### config.mk
export PLATFORM = sky130hd
export DESIGN_NAME = rsi_device_flat
export DESIGN_NICKNAME = d
export VERILOG_FILES = /design/src/core/rsi_pkg.sv /design/src/core/rsi_link_if.sv /design/src/core/rsi_device.sv /design/src/flat_wrapper.sv
export VERILOG_INCLUDE_DIRS = /design/src /design/src/core
export SDC_FILE = /design/constraint.sdc
export NUM_CORES = 1
export LEC_CHECK = 0
export ABC_AREA = 0
export BUFFER_PORTS_ARGS = -buffer_cell sky130_fd_sc_hd__clkbuf_2
export CAP_MARGIN = 20
export CELL_PAD_IN_SITES_DETAIL_PLACEMENT = 1
export CELL_PAD_IN_SITES_GLOBAL_PLACEMENT = 2
export CORE_MARGIN = 1
export CORE_UTILIZATION = 32
export DETAILED_ROUTE_END_ITERATION = 10
export PLACE_DENSITY = 0.6
export SETUP_SLACK_MARGIN = 0.1
export SLEW_MARGIN = 20
export SYNTH_ARGS = -nofsm -noshare
export SYNTH_HDL_FRONTEND = slang
export SYNTH_SLANG_ARGS = --single-unit
### constraint.sdc
create_clock -name ref_clk -period 12.65 [get_ports ref_clk]
set_clock_uncertainty 0.05 [all_clocks]
set_input_delay 0.6325 -clock ref_clk [delete_from_list [all_inputs] [get_ports ref_clk]]
set_output_delay 0.6325 -clock ref_clk [all_outputs]
set_load 0.1 [all_outputs]
### src/core/rsi_consts.svh
// offsets, field positions, reset values and timing counts of the receiver system interface
`ifndef RSI_CONSTS_SVH
`define RSI_CONSTS_SVH
// ----------------------------------------
// device registers, reached over the serial control link
// ----------------------------------------
`define RSI_CTRL 7'h00
`define RSI_ALERT_CFG 7'h01
`define RSI_STATUS 7'h02
`define RSI_FIFO_DATA 7'h03
`define RSI_FIFO_LEVEL 7'h04
`define RSI_OFF_TIME 7'h05
`define RSI_SET_REGION 2'b01
`define RSI_CTRL_RST 8'h00
`define RSI_ALERT_CFG_RST 8'h00
// ----------------------------------------
// fields
// ----------------------------------------
`define RSI_CTRL_RXEN 0
`define RSI_CTRL_SPOL 1
`define RSI_ALERT_POL 7
`define RSI_EV_WAKE 0
`define RSI_EV_TSI 1
`define RSI_EV_MSGID 2
`define RSI_EV_EOM 3
`define RSI_EV_OVF 4
`define RSI_K_MODE 3'd0
`define RSI_K_WUC 3'd1
`define RSI_K_WPAT 3'd2
`define RSI_K_TSI 3'd3
`define RSI_K_MSGID 3'd4
`define RSI_K_ON 3'd5
`define RSI_K_LEN 3'd6
`define RSI_CFG_EN 7
`define RSI_POLL_LSB 3
`define RSI_MSGID_EN 7
`define RSI_FIFO_WORDS 32
`define RSI_FRAME_BITS 16
// ----------------------------------------
// controller registers on the plain port
// ----------------------------------------
`define RSI_H_CMD 3'h0
`define RSI_H_RDATA 3'h1
`define RSI_H_IRQ_STAT 3'h2
`define RSI_H_IRQ_MASK 3'h3
`define RSI_H_CFG 3'h4
`define RSI_H_DATA 3'h5
`define RSI_H_BUSY 8
`define RSI_HEV_DONE 0
`define RSI_HEV_ALERT 1
`define RSI_HEV_BYTE 2
// ----------------------------------------
// timing
// ----------------------------------------
`define RSI_CLK_NS 25
`define RSI_SCLK_NS 200
`define RSI_SCLK_HALF_CYC (`RSI_SCLK_NS / (2 * `RSI_CLK_NS))
`define RSI_TICK_NS 1000
`define RSI_TICK_CYC ((`RSI_TICK_NS + `RSI_CLK_NS - 1) / `RSI_CLK_NS)
`define RSI_STROBE_NS 100
`define RSI_STROBE_CYC ((`RSI_STROBE_NS + `RSI_CLK_NS - 1) / `RSI_CLK_NS)
`endif

### src/core/rsi_pkg.sv
// types of the receiver system interface
package rsi_pkg;
  // receive modes
  typedef enum logic [2:0] {rsi_fifo_mode, rsi_payload_mode, chip_data_strobe_mode,
    matched_filter_output_mode, raw_slicer_output_mode} rsi_mode_type;
  // polling schemes
  typedef enum logic [1:0] {const_on_off_polling, fast_fallback_polling, mixed_polling,
    pulsed_wakeup_polling} rsi_poll_type;
  // wake-up criteria
  typedef enum logic [2:0] {wake_rssi, wake_sig_recog, wake_sync, wake_random, wake_equal,
    wake_pattern} rsi_wuc_type;
  typedef enum logic [1:0] {sch_off, sch_on, sch_run} rsi_sched_type;
  typedef enum logic {pk_hunt, pk_payload} rsi_pkt_type;
  typedef enum logic [1:0] {h_idle, h_shift, h_tail} rsi_host_phase_type;
  // whole device state
  typedef struct packed {
    logic sclk_s1, sclk_s2, sclk_s3, cs_s1, cs_s2, mosi_s1, mosi_s2;
    logic [4:0] spi_cnt;
    logic [15:0] spi_in;
    logic [7:0] spi_out;
    logic miso;
    logic [7:0] ctrl, alert_cfg, off_time;
    logic [4:0] status;
    logic [3:0][7:0][7:0] cfg;
    rsi_sched_type sch;
    logic [1:0] set;
    logic [5:0] tick_cnt;
    logic [7:0] time_cnt;
    rsi_pkt_type pk;
    logic [7:0] chips, bits, byte_cnt;
    logic half;
    logic [2:0] bit_cnt;
    logic [31:0][7:0] fifo;
    logic [4:0] wp, rp;
    logic [5:0] level;
    logic data_out, alert;
    logic [2:0] strobe_cnt;
  } rsi_dev_state_type;
  // whole controller state
  typedef struct packed {
    logic alert_s1, alert_s2, miso_s1, miso_s2, data_s1, data_s2, strb_s1, strb_s2, strb_s3;
    rsi_host_phase_type ph;
    logic [1:0] div_cnt;
    logic [4:0] bit_cnt;
    logic sclk, cs_act, mosi;
    logic [15:0] sh_out, sh_in, rd_q;
    logic [7:0] rdata, rx_byte;
    logic [2:0] rx_bits, irq_stat, irq_mask;
    logic [1:0] cfg;
  } rsi_host_state_type;
endpackage

### src/core/rsi_link_if.sv
// pins between receiver and application controller
`timescale 1ns/1ps
interface rsi_link_if;
  logic spi_sclk; // serial clock, made by the controller
  logic spi_cs_n; // frame select, active low
  logic spi_mosi; // controller to receiver
  logic spi_miso; // receiver to controller
  logic alert; // alert pin, polarity configurable
  logic rx_data; // transparent data output
  logic rx_strobe; // strobe or chip clock estimate
  modport device_mp(input spi_sclk, spi_cs_n, spi_mosi, output spi_miso, alert, rx_data, rx_strobe);
  modport host_mp(output spi_sclk, spi_cs_n, spi_mosi, input spi_miso, alert, rx_data, rx_strobe);
endinterface

### src/core/rsi_device.sv
// receiver end: serial control slave, scheduler, packet path, transparent outputs, alert
`timescale 1ns/1ps
`include "rsi_consts.svh"
module rsi_device (
  input wire logic ref_clk,
  input wire logic rst_n,
  rsi_link_if.device_mp link,
  input wire logic in_chip, // demodulated chip from the front end
  input wire logic in_chip_en, // one-cycle pulse per chip
  input wire logic mf_bit, // matched filter sign output
  input wire logic slicer_bit, // raw slicer output
  input wire logic rssi_ok, // signal strength inside window
  input wire logic sig_recog, // signal recognised
  output logic rx_active // receive phase running
);
  import rsi_pkg::*;

  // ----------------------------------------
  // helpers
  // ----------------------------------------
  // mode, polling and wake criterion form a legal set
  function automatic logic cfg_valid(input logic [7:0] c0, input logic [7:0] c1);
    logic [2:0] m;
    logic [1:0] p;
    logic [2:0] w;
    m = c0[2:0];
    p = c0[`RSI_POLL_LSB +: 2];
    w = c1[2:0];
    cfg_valid = 1'b0;
    if (m > 3'(raw_slicer_output_mode) || w > 3'(wake_pattern)) begin
      cfg_valid = 1'b0;
    end else if (m <= 3'(rsi_payload_mode)) begin
      cfg_valid = 1'b1;
    end else if (m == 3'(chip_data_strobe_mode)) begin
      cfg_valid = (w <= 3'(wake_sync));
    end else begin
      cfg_valid = (p == 2'(const_on_off_polling)) && (w == 3'(wake_rssi));
    end
  endfunction

  // wake criterion check on the chip history, or on the rssi and signal recognition inputs
  function automatic logic wake_met(input logic [2:0] w, input logic [7:0] ch, input logic [7:0] pat,
    input logic rs, input logic sr);
    wake_met = 1'b0;
    unique case (rsi_wuc_type'(w))
      wake_rssi: wake_met = rs;
      wake_sig_recog: wake_met = sr;
      wake_sync: wake_met = (ch == 8'h55) || (ch == 8'haa);
      wake_random: wake_met = (ch != 8'h00) && (ch != 8'hff);
      wake_equal: wake_met = (ch == 8'h00) || (ch == 8'hff);
      wake_pattern: wake_met = (ch == pat);
      default: wake_met = 1'b0;
    endcase
  endfunction

  rsi_dev_state_type st_reg; // all state
  rsi_dev_state_type st_next; // next state

  // ----------------------------------------
  // next state
  // ----------------------------------------
  always_comb begin
    logic rise, fall, tick, valid, met, pop, push, bitv, dec, abort;
    logic [4:0] ev, clr;
    logic [7:0] rdw, wd, byte_v;
    logic [6:0] wa;
    logic [7:0][7:0] cur;
    st_next = st_reg;
    ev = '0;
    clr = '0;
    pop = 1'b0;
    push = 1'b0;
    bitv = 1'b0;
    dec = 1'b0;
    abort = 1'b0;
    rdw = '0;
    byte_v = '0;
    // two-stage synchronisers on the link pins
    st_next.sclk_s1 = link.spi_sclk;
    st_next.sclk_s2 = st_reg.sclk_s1;
    st_next.sclk_s3 = st_reg.sclk_s2;
    st_next.cs_s1 = link.spi_cs_n;
    st_next.cs_s2 = st_reg.cs_s1;
    st_next.mosi_s1 = link.spi_mosi;
    st_next.mosi_s2 = st_reg.mosi_s1;
    rise = st_reg.sclk_s2 & ~st_reg.sclk_s3;
    fall = ~st_reg.sclk_s2 & st_reg.sclk_s3;
    wa = st_reg.spi_in[13:7];
    wd = {st_reg.spi_in[6:0], st_reg.mosi_s2};

    // ----------------------------------------
    // serial control slave
    // ----------------------------------------
    if (st_reg.cs_s2) begin // frame idle
      st_next.spi_cnt = '0;
      st_next.miso = 1'b0;
    end else if (rise) begin // sample on rising edge
      st_next.spi_in = {st_reg.spi_in[14:0], st_reg.mosi_s2};
      st_next.spi_cnt = st_reg.spi_cnt + 5'd1;
      if (st_reg.spi_cnt == 5'(`RSI_FRAME_BITS - 1) && st_reg.spi_in[14]) begin // write commit
        if (wa[6:5] == `RSI_SET_REGION) begin
          st_next.cfg[wa[4:3]][wa[2:0]] = wd;
        end else begin
          unique case (wa)
            `RSI_CTRL: st_next.ctrl = wd;
            `RSI_ALERT_CFG: st_next.alert_cfg = wd;
            `RSI_STATUS: clr = wd[4:0];
            `RSI_OFF_TIME: st_next.off_time = wd;
            default: ;
          endcase
        end
      end
    end else if (fall) begin // answer only inside a read frame
      if (st_reg.spi_cnt == 5'd8 && !st_reg.spi_in[7]) begin
        if (st_reg.spi_in[6:5] == `RSI_SET_REGION) begin
          rdw = st_reg.cfg[st_reg.spi_in[4:3]][st_reg.spi_in[2:0]];
        end else begin
          unique case (st_reg.spi_in[6:0])
            `RSI_CTRL: rdw = st_reg.ctrl;
            `RSI_ALERT_CFG: rdw = st_reg.alert_cfg;
            `RSI_STATUS: rdw = {3'b000, st_reg.status};
            `RSI_FIFO_DATA: begin
              rdw = (st_reg.level != 6'd0) ? st_reg.fifo[st_reg.rp] : 8'h00;
              pop = (st_reg.level != 6'd0);
            end
            `RSI_FIFO_LEVEL: rdw = {2'b00, st_reg.level};
            `RSI_OFF_TIME: rdw = st_reg.off_time;
            default: rdw = 8'h00;
          endcase
        end
        st_next.miso = rdw[7];
        st_next.spi_out = {rdw[6:0], 1'b0};
      end else if (st_reg.spi_cnt > 5'd8) begin
        st_next.miso = st_reg.spi_out[7];
        st_next.spi_out = {st_reg.spi_out[6:0], 1'b0};
      end
    end

    // ----------------------------------------
    // scheduler over the configuration sets
    // ----------------------------------------
    tick = (st_reg.tick_cnt == 6'(`RSI_TICK_CYC - 1));
    st_next.tick_cnt = tick ? 6'd0 : st_reg.tick_cnt + 6'd1;
    if (in_chip_en) begin
      st_next.chips = {st_reg.chips[6:0], in_chip};
    end
    cur = st_reg.cfg[st_reg.set];
    valid = cur[`RSI_K_MODE][`RSI_CFG_EN] && cfg_valid(cur[`RSI_K_MODE], cur[`RSI_K_WUC]);
    met = valid && wake_met(cur[`RSI_K_WUC][2:0], st_reg.chips, cur[`RSI_K_WPAT], rssi_ok, sig_recog);
    unique case (st_reg.sch)
      sch_off: begin // power-saving phase
        st_next.set = 2'd0;
        if (!st_reg.ctrl[`RSI_CTRL_RXEN]) begin
          st_next.time_cnt = '0;
        end else if (tick) begin
          if (st_reg.time_cnt >= st_reg.off_time) begin
            st_next.sch = sch_on;
            st_next.time_cnt = '0;
          end else begin
            st_next.time_cnt = st_reg.time_cnt + 8'd1;
          end
        end
      end
      sch_on: begin // listen with the current set
        if (!st_reg.ctrl[`RSI_CTRL_RXEN]) begin
          st_next.sch = sch_off;
        end else if (met) begin // wake-up recognised
          ev[`RSI_EV_WAKE] = 1'b1;
          st_next.sch = sch_run;
          st_next.pk = pk_hunt;
          st_next.half = 1'b0;
          st_next.time_cnt = '0;
        end else if (!valid || (tick && st_reg.time_cnt >= cur[`RSI_K_ON])) begin // next set
          st_next.time_cnt = '0;
          st_next.set = st_reg.set + 2'd1;
          if (st_reg.set == 2'd3) begin
            st_next.sch = sch_off;
          end
        end else if (tick) begin
          st_next.time_cnt = st_reg.time_cnt + 8'd1;
        end
      end
      sch_run: begin // receive phase
        if (tick && st_reg.pk == pk_hunt) begin
          st_next.time_cnt = st_reg.time_cnt + 8'd1;
        end
        if (!st_reg.ctrl[`RSI_CTRL_RXEN] || (tick && st_reg.pk == pk_hunt
            && st_reg.time_cnt >= cur[`RSI_K_ON])) begin // timed reception window
          abort = 1'b1;
        end
      end
      default: st_next.sch = sch_off;
    endcase

    // ----------------------------------------
    // packet path: line decoding and deframing
    // ----------------------------------------
    if (st_reg.sch == sch_run && cur[`RSI_K_MODE][2:0] <= 3'(rsi_payload_mode) && in_chip_en) begin
      st_next.half = ~st_reg.half;
      if (st_reg.half) begin // chip pair: 10 is one, 01 is zero
        if (st_reg.chips[0] != in_chip) begin
          bitv = 1'b1;
          dec = st_reg.chips[0];
        end else if (st_reg.pk == pk_hunt) begin
          st_next.half = 1'b1; // slip one chip to realign
        end else begin
          abort = 1'b1; // code violation ends the telegram
        end
      end
    end
    if (bitv) begin
      st_next.bits = {st_reg.bits[6:0], dec};
      if (st_reg.pk == pk_hunt) begin
        if ({st_reg.bits[6:0], dec} == cur[`RSI_K_TSI]) begin // start identifier found
          ev[`RSI_EV_TSI] = 1'b1;
          st_next.pk = pk_payload;
          st_next.bit_cnt = '0;
          st_next.byte_cnt = '0;
        end
      end else begin
        st_next.bit_cnt = st_reg.bit_cnt + 3'd1;
        if (cur[`RSI_K_MODE][2:0] == 3'(rsi_payload_mode)) begin // serial copy of fifo data
          st_next.data_out = dec;
          st_next.strobe_cnt = 3'(`RSI_STROBE_CYC);
        end
        if (st_reg.bit_cnt == 3'd7) begin
          byte_v = {st_reg.bits[6:0], dec};
          push = 1'b1;
          if (st_reg.byte_cnt == 8'd0 && cur[`RSI_K_WUC][`RSI_MSGID_EN]
              && byte_v == cur[`RSI_K_MSGID]) begin
            ev[`RSI_EV_MSGID] = 1'b1;
          end
          st_next.byte_cnt = st_reg.byte_cnt + 8'd1;
          if (st_reg.byte_cnt + 8'd1 >= cur[`RSI_K_LEN]) begin
            ev[`RSI_EV_EOM] = 1'b1;
            abort = 1'b1;
          end
        end
      end
    end
    if (abort) begin
      st_next.sch = sch_off;
      st_next.time_cnt = '0;
    end

    // ----------------------------------------
    // receive fifo
    // ----------------------------------------
    if (push && st_reg.level == 6'(`RSI_FIFO_WORDS) && !pop) begin
      ev[`RSI_EV_OVF] = 1'b1; // full: byte dropped
      push = 1'b0;
    end
    if (push) begin
      st_next.fifo[st_reg.wp] = byte_v;
      st_next.wp = st_reg.wp + 5'd1;
    end
    if (pop) begin
      st_next.rp = st_reg.rp + 5'd1;
    end
    st_next.level = st_reg.level + 6'(push) - 6'(pop);

    // ----------------------------------------
    // transparent outputs
    // ----------------------------------------
    if (st_reg.strobe_cnt != 3'd0) begin
      st_next.strobe_cnt = st_reg.strobe_cnt - 3'd1;
    end
    if (st_reg.sch != sch_run) begin
      st_next.data_out = 1'b0;
    end else begin
      unique case (cur[`RSI_K_MODE][2:0])
        3'(chip_data_strobe_mode): begin
          if (in_chip_en) begin
            st_next.data_out = in_chip;
            st_next.strobe_cnt = 3'(`RSI_STROBE_CYC);
          end
        end
        3'(matched_filter_output_mode): st_next.data_out = mf_bit;
        3'(raw_slicer_output_mode): st_next.data_out = slicer_bit;
        default: ;
      endcase
    end

    // ----------------------------------------
    // events and alert pin
    // ----------------------------------------
    st_next.status = (st_reg.status & ~clr) | ev; // a new event wins over the clear
    st_next.alert = (|(st_next.status & st_reg.alert_cfg[4:0])) ^ st_reg.alert_cfg[`RSI_ALERT_POL];
  end

  // ----------------------------------------
  // state register
  // ----------------------------------------
  always_ff @(posedge ref_clk or negedge rst_n) begin
    if (!rst_n) begin
      st_reg <= '0;
    end else begin
      st_reg <= st_next;
    end
  end

  // pins from flip-flops; rx_strobe and rx_active decoded from registered state
  assign link.spi_miso = st_reg.miso;
  assign link.alert = st_reg.alert;
  assign link.rx_data = st_reg.data_out;
  assign link.rx_strobe = (st_reg.strobe_cnt != 3'd0) ^ st_reg.ctrl[`RSI_CTRL_SPOL];
  assign rx_active = (st_reg.sch == sch_run);
endmodule

### src/flat_wrapper.sv
// flat-port wrapper written by rule: the top's interface ports become plain ports
module rsi_device_flat import rsi_pkg::*;
  (ref_clk, rst_n, in_chip, in_chip_en, mf_bit, slicer_bit, rssi_ok, sig_recog, rx_active, link_spi_sclk, link_spi_cs_n, link_spi_mosi, link_spi_miso, link_alert, link_rx_data, link_rx_strobe);
  rsi_link_if link_i ();
  input wire logic ref_clk;
  input wire logic rst_n;
  input wire logic in_chip;
  input wire logic in_chip_en;
  input wire logic mf_bit;
  input wire logic slicer_bit;
  input wire logic rssi_ok;
  input wire logic sig_recog;
  output logic rx_active;
  input wire logic [$bits(link_i.spi_sclk)-1:0] link_spi_sclk;
  input wire logic [$bits(link_i.spi_cs_n)-1:0] link_spi_cs_n;
  input wire logic [$bits(link_i.spi_mosi)-1:0] link_spi_mosi;
  output wire logic [$bits(link_i.spi_miso)-1:0] link_spi_miso;
  output wire logic [$bits(link_i.alert)-1:0] link_alert;
  output wire logic [$bits(link_i.rx_data)-1:0] link_rx_data;
  output wire logic [$bits(link_i.rx_strobe)-1:0] link_rx_strobe;
  assign link_i.spi_sclk = link_spi_sclk;
  assign link_i.spi_cs_n = link_spi_cs_n;
  assign link_i.spi_mosi = link_spi_mosi;
  assign link_spi_miso = link_i.spi_miso;
  assign link_alert = link_i.alert;
  assign link_rx_data = link_i.rx_data;
  assign link_rx_strobe = link_i.rx_strobe;
  rsi_device u_core (.ref_clk(ref_clk), .rst_n(rst_n), .link(link_i), .in_chip(in_chip), .in_chip_en(in_chip_en), .mf_bit(mf_bit), .slicer_bit(slicer_bit), .rssi_ok(rssi_ok), .sig_recog(sig_recog), .rx_active(rx_active));
endmodule
==> out/metrics.cfg, run 1 <==
[worst_setup_path]
crit_type=flip-flop to flip-flop
end_kind=flip-flop
arrival_ns=5.81
required_ns=13.10
path_max_fanout=29
worstSetupStartpointType=flip-flop

[yosys]
synthTopCellsByArea=dfrtp_1, mux4_2, mux2_2
yosys_most_used_dff=dfrtp_1
synth_top_cell_by_area=dfrtp_1
ys_seq_area_share_pct=50.58
netlist_area_um2=31810
syn_avg_cell_area_um2=12.87
ys_types=69
netlist_instances=2471
syn-num-nets=2537
synth_edf_count=0
yosysWarnings=0
synth_top_area_share_pct=50.58
synth_seq_cells=643
async_flop_share_pct=100.0

[timing]
relSlewSlack_pct=22.63
hold_ws_ns=0.02391
setup_ws_ns=7.295
period_share_pct=42.33
rsz0062_at_grt=false
worst_pin_slew_ns=1.156
period_needed_ns=5.355
setup_viol=0
fin_tns_setup_ns=0
timing.fmax_mhz=186.8
slew_violations=0
hold_viol=0

[placed_design]
dp.cells=3625
dp_hpwl_mm=61.61
gp_congestion=0.7861
dpl_worst_slack_ns=7.199
detailed_place.area_um2=32980
port_buffers=15

[clock_network]
clock_latency_ns=0.63
clk_path_buf_depth=3
cts_tree=built
h-tree-depth=3
post_cts_resized=0
cts_made_buffers=78
cts_setup_buffers=0
cts.clk_slew.worst_paths_ns=0.06
cts-root-buf=clkbuf_16
cts_num_sinks=643
ctsHoldBuffers=0

[pwr]
power.density_nw_per_um2=136.5
ir_drop_uv=114.8
leakage_uw=0.01570

[detailed_routing]
route.vias.total=19840
first_pass_iters=5
routed_via_density=5.279
wl_per_cell_um=24.78
final_antenna_net_count=0
routed_wl_mm=93.11
drc=0
drt_iter0_markers=1131

[global_route]
antenna_found_initial=1
grt_usage_pct=19.27
first_global_vias=22148
grt_pass1_wl_mm=145.4
grt_max_degree=113
grt-ovfl-total=0

[floorplanning]
rows=115
die-area_um2=100700
pin_count=16
chipHeight_um=317.3
core_um2=98420
die_w_um=317.3
start_util_pct=32.32

[run]
drv_cap=0

[finish]
nNetsFinal=2484
largest_reg_flops=636
final_cell_area_um2=35500
drive_above_1_share_pct=31.16
syn2layout_area_growth_pct=11.58
layoutNonFillerInstCount=3758
n_antenna_cell=0

[hold_path]
hp-class=input pin to async pin

[outcome]
status=finished clean

power breakdown:
| group | total, µW | internal [µW] | leakage, µW | switching, µW |
|---|---|---|---|---|
| Clock | 2220 | 1330 | 0.00124 | 890 |
| Sequential | 2170 | 2080 | 0.00887 | 85.7 |
| Combinational | 455 | 149 | 0.00559 | 307 |
| Total | 4850 | 3560 | 0.0157 | 1280 |
cells in the final DEF, fill, tap and decap left out, types with 9 or more instances in the layout:
| cell type | n |
|---|---|
| o21ai_1 | 61 |
| mux2_2 | 336 |
| clkinv_2 | 13 |
| nor2_1 | 65 |
| mux2i_1 | 35 |
| nand2_2 | 18 |
| nand2_1 | 314 |
| nand3_1 | 18 |
| a21oi_1 | 22 |
| nor2b_1 | 13 |
| clkbuf_16 | 81 |
| mux4_2 | 206 |
| xnor2_1 | 26 |
| nor3_1 | 9 |
| clkbuf_2 | 14 |
| dfrtp_1 | 634 |
| o22ai_1 | 11 |
| mux2_4 | 22 |
| ha_1 | 54 |
| clkbuf_1 | 17 |
| buf_4 | 31 |
| nand2b_1 | 11 |
| and2_1 | 9 |
| and3_1 | 18 |
| xor2_1 | 29 |
| inv_1 | 53 |
| nor3b_1 | 10 |
| o21ai_0 | 197 |
| nand4_1 | 13 |
| clkbuf_8 | 15 |
layout make-up:
class	instances	area [µm²]
fillers	10296	62920
multi-input cells	1593	14710
clock inverters	20	209.0
inverters	53	198.9
repair buffers	49	355.3
flip-flops and latches	643	16110
clock buffers	113	2297
well taps	1287	1610
worst paths after layout:
path,cells after the start,from,slack [ns],to
worst max-delay path,8,u_core.st_reg[321]$_DFFE_PN0P_,7.30,u_core.st_reg[240]$_DFFE_PN0P_
worst min-delay path,1,rst_n,0.02,u_core.st_reg[254]$_DFFE_PN0P_
worst max register to register,8,u_core.st_reg[321]$_DFFE_PN0P_,7.30,u_core.st_reg[240]$_DFFE_PN0P_
min in group ref_clk,1,link_spi_mosi,0.08,u_core.st_next[639]$_DFF_PN0_
max in group asynchronous,3,rst_n,10.09,u_core.st_reg[506]$_DFFE_PN0P_
worst min register to register,0,u_core.st_next[639]$_DFF_PN0_,0.30,u_core.st_reg[639]$_DFF_PN0_
metal layers:
metal	vias up	part of all wire, %	GRT usage (%)
met5	-	0	0
met4	0	3.0	6.133
met3	147	2.2	2.433
met2	211	49	31.92
met1	10628	46	26.20
li1	8854	-	-
worst max-delay path, cell delays in order (launching register included):
cell and delay, ns:
dfrtp_2 0.97, mux4_2 0.48, nor3_4 0.36, and3b_1 0.64, and3_1 0.79, o21a_1 0.47
and2_1 0.54, nand2_1 0.47, mux2_4 0.42
stage by stage:
step | util [%] | total power, µW
after floorplan | - | 2472
after global placement | 33.49 | 2664
after detailed placement | 33.51 | 2675
after CTS | 36.06 | 4938
after global routing | 36.07 | 5036
final | 36.07 | 4846
synthesized netlist by cell type (19+ instances only):
library cell	n
a21oi_1	22
buf_1	19
buf_2	30
clkbuf_1	116
dfrtp_1	643
ha_1	54
inv_1	53
mux2_2	336
mux2_4	22
mux2i_1	35
mux4_2	206
nand2_1	317
nor2_1	65
o21ai_0	197
o21ai_1	61
xnor2_1	26
xor2_1	29
cells by family after synthesis:
logic type | count (synthesis) | synth area share, %
AOI/OAI and AO/OA | 354 | 6.321
adders and majority gates | 55 | 2.187
buffers and inverters | 235 | 3.190
DFF | 643 | 50.58
muxes | 601 | 28.69
and+or+nand+nor | 528 | 7.517
xor gates and xnor gates | 55 | 1.514
Note: power is estimated with default switching activity, not from simulation.
==> inputs of run 2 (changes only) <==
==> constraint.sdc (replaced) <==
create_clock -name ref_clk -period 5.3 [get_ports ref_clk]
set_clock_uncertainty 0.05 [all_clocks]
set_input_delay 0.265 -clock ref_clk [delete_from_list [all_inputs] [get_ports ref_clk]]
set_output_delay 0.265 -clock ref_clk [all_outputs]
set_load 0.1 [all_outputs]
==> out/metrics.cfg, run 2 (same netlist as run 1, synthesis figures left out) <==
[outcome]
status=finished clean

[detailed_routing]
routed_via_density=5.246
route.vias.total=19862
first_pass_iters=5
wl_per_cell_um=24.44
drc=0
drt_iter0_markers=847
routed_wl_mm=92.52
final_antenna_net_count=0

[timing]
timing.fmax_mhz=221.4
rsz0062_at_grt=false
setup_ws_ns=0.7828
worst_pin_slew_ns=1.066
slew_violations=0
period_share_pct=85.23
setup_viol=0
relSlewSlack_pct=28.69
fin_tns_setup_ns=0
period_needed_ns=4.517
hold_viol=0

[clock_network]
cts.clk_slew.worst_paths_ns=0.06
h-tree-depth=3
clock_latency_ns=0.63
cts_made_buffers=78
clk_path_buf_depth=3
post_cts_resized=0
ctsHoldBuffers=6
cts_num_sinks=643
cts-root-buf=clkbuf_16
cts_setup_buffers=0
cts_tree=built

[floorplanning]
chipHeight_um=317.3
core_um2=98420
die_w_um=317.3
start_util_pct=32.32
rows=115
pin_count=16
die-area_um2=100700

[finish]
nNetsFinal=2502
final_common_cell=dfrtp_1
largest_reg_flops=636
mostFrequentLayoutCells=dfrtp_1, mux2_2, nand2_1
syn2layout_area_growth_pct=12.56
drive_above_1_share_pct=31.59
fillCellCount=10321
final_core_util_pct=36.38

[worst_setup_path]
critical_path_buf_inv_count=2
worstSetupStartpointType=flip-flop
required_ns=5.80
end_kind=flip-flop
arrival_ns=5.02
path_max_fanout=26
slowest_delay_ns=0.78
crit_family=compound AO/OA/AOI/OAI gates
crit_slowest_cell=dfrtp_4
path_cells=buf_4, mux4_2, inv_1, ha_1, a211oi_1, nand2_1, o311a_1, o2111a_1, a21oi_1, o31ai_4, nor2b_4, a22o_1
crit_type=flip-flop to flip-flop

[placed_design]
port_buffers=15
gp_congestion=0.7554
dpl_worst_slack_ns=0.7302
dp_hpwl_mm=61.85

[global_route]
grt-ovfl-total=0
antenna_found_initial=2
first_global_vias=22330
grt_usage_pct=19.20
grt_pass1_wl_mm=145.5
grt_max_degree=129

[pwr]
power.density_nw_per_um2=325.9
leakage_uw=0.01586
ir_drop_uv=239.2

[run]
drv_cap=0

[hold_path]
hp-class=input pin to flip-flop

-- run 2: per-layer routing --
| layer | routed length, µm | vias to the layer above | global-route usage (%) |
|---|---|---|---|
| li1 | - | 8896 | - |
| met1 | 41960 | 10630 | 25.72 |
| met2 | 45530 | 200 | 32.02 |
| met3 | 2005 | 136 | 2.491 |
| met4 | 3022 | 0 | 6.557 |
| met5 | 0 | - | 0 |
-- run 2: path summary, 6_finish.rpt --
kind                                                   to                           start  slack [ns]  cells after the start
max in group asynchronous  u_core.st_reg[360]$_DFFE_PN0P_                           rst_n        3.67                      3
setup reg to reg           u_core.st_reg[313]$_DFFE_PN0P_  u_core.st_reg[320]$_DFFE_PN0P_        0.78                     12
hold reg to reg              u_core.st_reg[639]$_DFF_PN0_   u_core.st_next[639]$_DFF_PN0_        0.30                      0
hold / removal              u_core.link.rx_data$_DFF_PN0_                          mf_bit         0.1                      6
setup / recovery           u_core.st_reg[313]$_DFFE_PN0P_  u_core.st_reg[320]$_DFFE_PN0P_        0.78                     12
min in group asynchronous  u_core.st_reg[255]$_DFFE_PN0P_                           rst_n        0.20                      2
-- run 2: final cells by class --
| type | instances | area [µm²] | share of cell area, % |
|---|---|---|---|
| clock buffer | 120 | 2392 | 6.681 |
| tap | 1287 | 1610 | 4.497 |
| sequential | 643 | 16110 | 45.00 |
| clock inverter | 22 | 212.7 | 0.5940 |
| inverter | 53 | 198.9 | 0.5556 |
| timing repair buffer | 67 | 573.1 | 1.600 |
| antenna | 1 | 2.502 | 0.006989 |
| multi-input combinational | 1593 | 14710 | 41.07 |
-- run 2: worst min-delay path, cell delays in order --
cell and delay (ns):
clkbuf_2 0.08, nand2_1 0.04, o21ai_0 0.07, mux2i_1 0.08
nand2_1 0.06, o311a_1 0.15
-- run 2: power by group --
| group | switching (µW) | total [µW] | internal [µW] |
|---|---|---|---|
| logic | 828 | 1190 | 366 |
| clock network | 2170 | 5420 | 3250 |
| registers | 83.9 | 5050 | 4970 |
| total | 3080 | 11700 | 8590 |
-- run 2: through the flow --
step           power [µW]  std cells  hold slack [ns]  cell area [µm²]
4_1_cts             11890       3785          0.05809            35800
5_1_grt             12150       3785          0.09980            35800
3_3_place_gp         6359       3636           0.2825            33110
3_5_place_dp         6375       3637           0.2895            33140
2_1_floorplan        5900       2471         -0.08059            31810
6_report            11670       3786          0.09640            35810
==> inputs of run 3 (changes only) <==
--- a/config.mk
+++ b/config.mk
@@ -11,7 +11,7 @@
 export CAP_MARGIN = 20
 export CELL_PAD_IN_SITES_DETAIL_PLACEMENT = 1
 export CELL_PAD_IN_SITES_GLOBAL_PLACEMENT = 2
-export CORE_MARGIN = 1
+export CORE_MARGIN = 1.5
 export CORE_UTILIZATION = 32
 export DETAILED_ROUTE_END_ITERATION = 10
 export PLACE_DENSITY = 0.6
==> out/metrics.cfg, run 3 (same netlist as run 1, synthesis figures left out) <==
[worst_setup_path]
startpoint=u_core.st_reg[320]$_DFFE_PN0P_
ff2ff_path_depth=8
required_ns=5.76
worstSetupStartpointType=flip-flop
arrival_ns=4.81
rrSetupSlack_ns=0.96
r2r_end=u_core.st_reg[243]$_DFFE_PN0P_
r2r-start=u_core.st_reg[320]$_DFFE_PN0P_
end_kind=flip-flop
crit_type=flip-flop to flip-flop
path_max_fanout=40

[finish]
mostFrequentLayoutCells=dfrtp_1, mux2_2, nand2_1
n_antenna_cell=0
nNetsFinal=2505
multiInputGateArea_um2=14710
final_cell_area_um2=35840
drive_above_1_share_pct=31.30
largest_reg_flops=636
seq_area_um2=16110
fillCellCount=10348
final_common_cell=dfrtp_1
syn2layout_area_growth_pct=12.67

[timing]
slew_violations=0
worst_pin_slew_ns=1.029
setup_viol=0
timing.fmax_mhz=230.2
relSlewSlack_pct=31.17
period_needed_ns=4.343
fin_tns_setup_ns=0
rsz0062_at_grt=false
hold_viol=0
period_share_pct=81.95

[global_route]
grt_max_degree=120
antenna_found_initial=2
grt_usage_pct=18.36
grt_pass1_wl_mm=141.5
first_global_vias=21831
grt-ovfl-total=0

[outcome]
status=finished clean

[floorplanning]
die_w_um=318.3
rows=115
die-area_um2=101300
core_um2=98420
start_util_pct=32.32
chipHeight_um=318.3
pin_count=16

[detailed_routing]
routed_via_density=5.237
routed_wl_mm=91.15
route.vias.total=19789
first_pass_iters=5
drt_iter0_markers=953
final_antenna_net_count=0
drc=0
wl_per_cell_um=24.12

[clock_network]
cts_made_buffers=78
cts-root-buf=clkbuf_16
clock_latency_ns=0.64
cts.clk_slew.worst_paths_ns=0.06
h-tree-depth=3
cts_tree=built
cts_num_sinks=643
cts_setup_buffers=0
clk_path_buf_depth=3

[hold_path]
min_from=mf_bit
holdPathStages=6
hold_end=u_core.link.rx_data$_DFF_PN0_
hp-class=input pin to flip-flop

[pwr]
ir_drop_uv=349.4
leakage_uw=0.01586
power.density_nw_per_um2=324.8

[run]
drv_cap=0

[placed_design]
gp_congestion=0.7808
detailed_place.area_um2=33160
dp_hpwl_mm=60.95
port_buffers=15

[run 3: power breakdown]
group	internal [µW]	switching (µW)	leakage (µW)	total, µW
Combinational	373	828	0.00573	1200
Clock	3280	2120	0.00126	5390
Sequential	4970	78.7	0.00887	5050
Total	8620	3020	0.0159	11600
[run 3: cell type report]
| cell class | count | share of cell area (%) |
|---|---|---|
| clock buffers | 121 | 6.668 |
| clock inverters | 12 | 0.5167 |
| multi-input cells | 1593 | 41.04 |
| inverters | 53 | 0.5551 |
| flip-flops and latches | 643 | 44.95 |
| well taps | 1287 | 4.493 |
| repair buffers | 70 | 1.773 |
[run 3: timing repair]
| action | 4_1_cts | 5_1_grt |
|---|---|---|
| hold buffers | 6 | 0 |
| endpoints found under the setup margin | 0 | 0 |
| hold endpoints to repair | 74 | 0 |
| resized for setup | 0 | 0 |
[run 3: worst max-delay path by stage]
stage | end | slack (ns) | depth (start not counted)
after floorplan | u_core.st_reg[308]$_DFFE_PN0P_ | 1.17 | 17
after global placement | u_core.link.alert$_DFF_PN0_ | 0.88 | 8
after detailed placement | u_core.st_reg[238]$_DFFE_PN0P_ | 0.88 | 8
after CTS | u_core.st_reg[243]$_DFFE_PN0P_ | 0.86 | 8
after global routing | u_core.st_reg[221]$_DFFE_PN0P_ | 0.63 | 9
final | u_core.st_reg[243]$_DFFE_PN0P_ | 0.96 | 8
[run 3: worst max-delay path: stages, from the launching register on]
cell and delay, ns:
dfrtp_4 0.95, mux4_2 0.67, nor3_4 0.31, and3b_1 0.23, and3_1 0.21, o21a_1 0.35
and2_1 0.54, nand2_1 0.42, mux2_4 0.40
[run 3: through the flow]
step | hold WS, ns | worst slack, ns | cells | util, % | power, µW
finish | 0.09631 | 0.9566 | 3779 | 36.42 | 11640
floorplan | -0.08059 | 1.173 | 2471 | - | 5900
global route | 0.1346 | 0.6272 | 3779 | 36.42 | 12140
global placement | 0.2699 | 0.8848 | 3637 | 33.66 | 6347
detailed placement | 0.2628 | 0.8813 | 3638 | 33.69 | 6370
CTS | 0.06316 | 0.8620 | 3777 | 36.37 | 11870
[run 3: layer usage]
layer	GRT usage, %	share of wire [%]	vias up
met5	0	0.021	-
met2	30.37	49	219
met4	6.773	3.6	2
met1	24.61	45	10517
li1	-	-	8905
met3	2.429	2.5	146
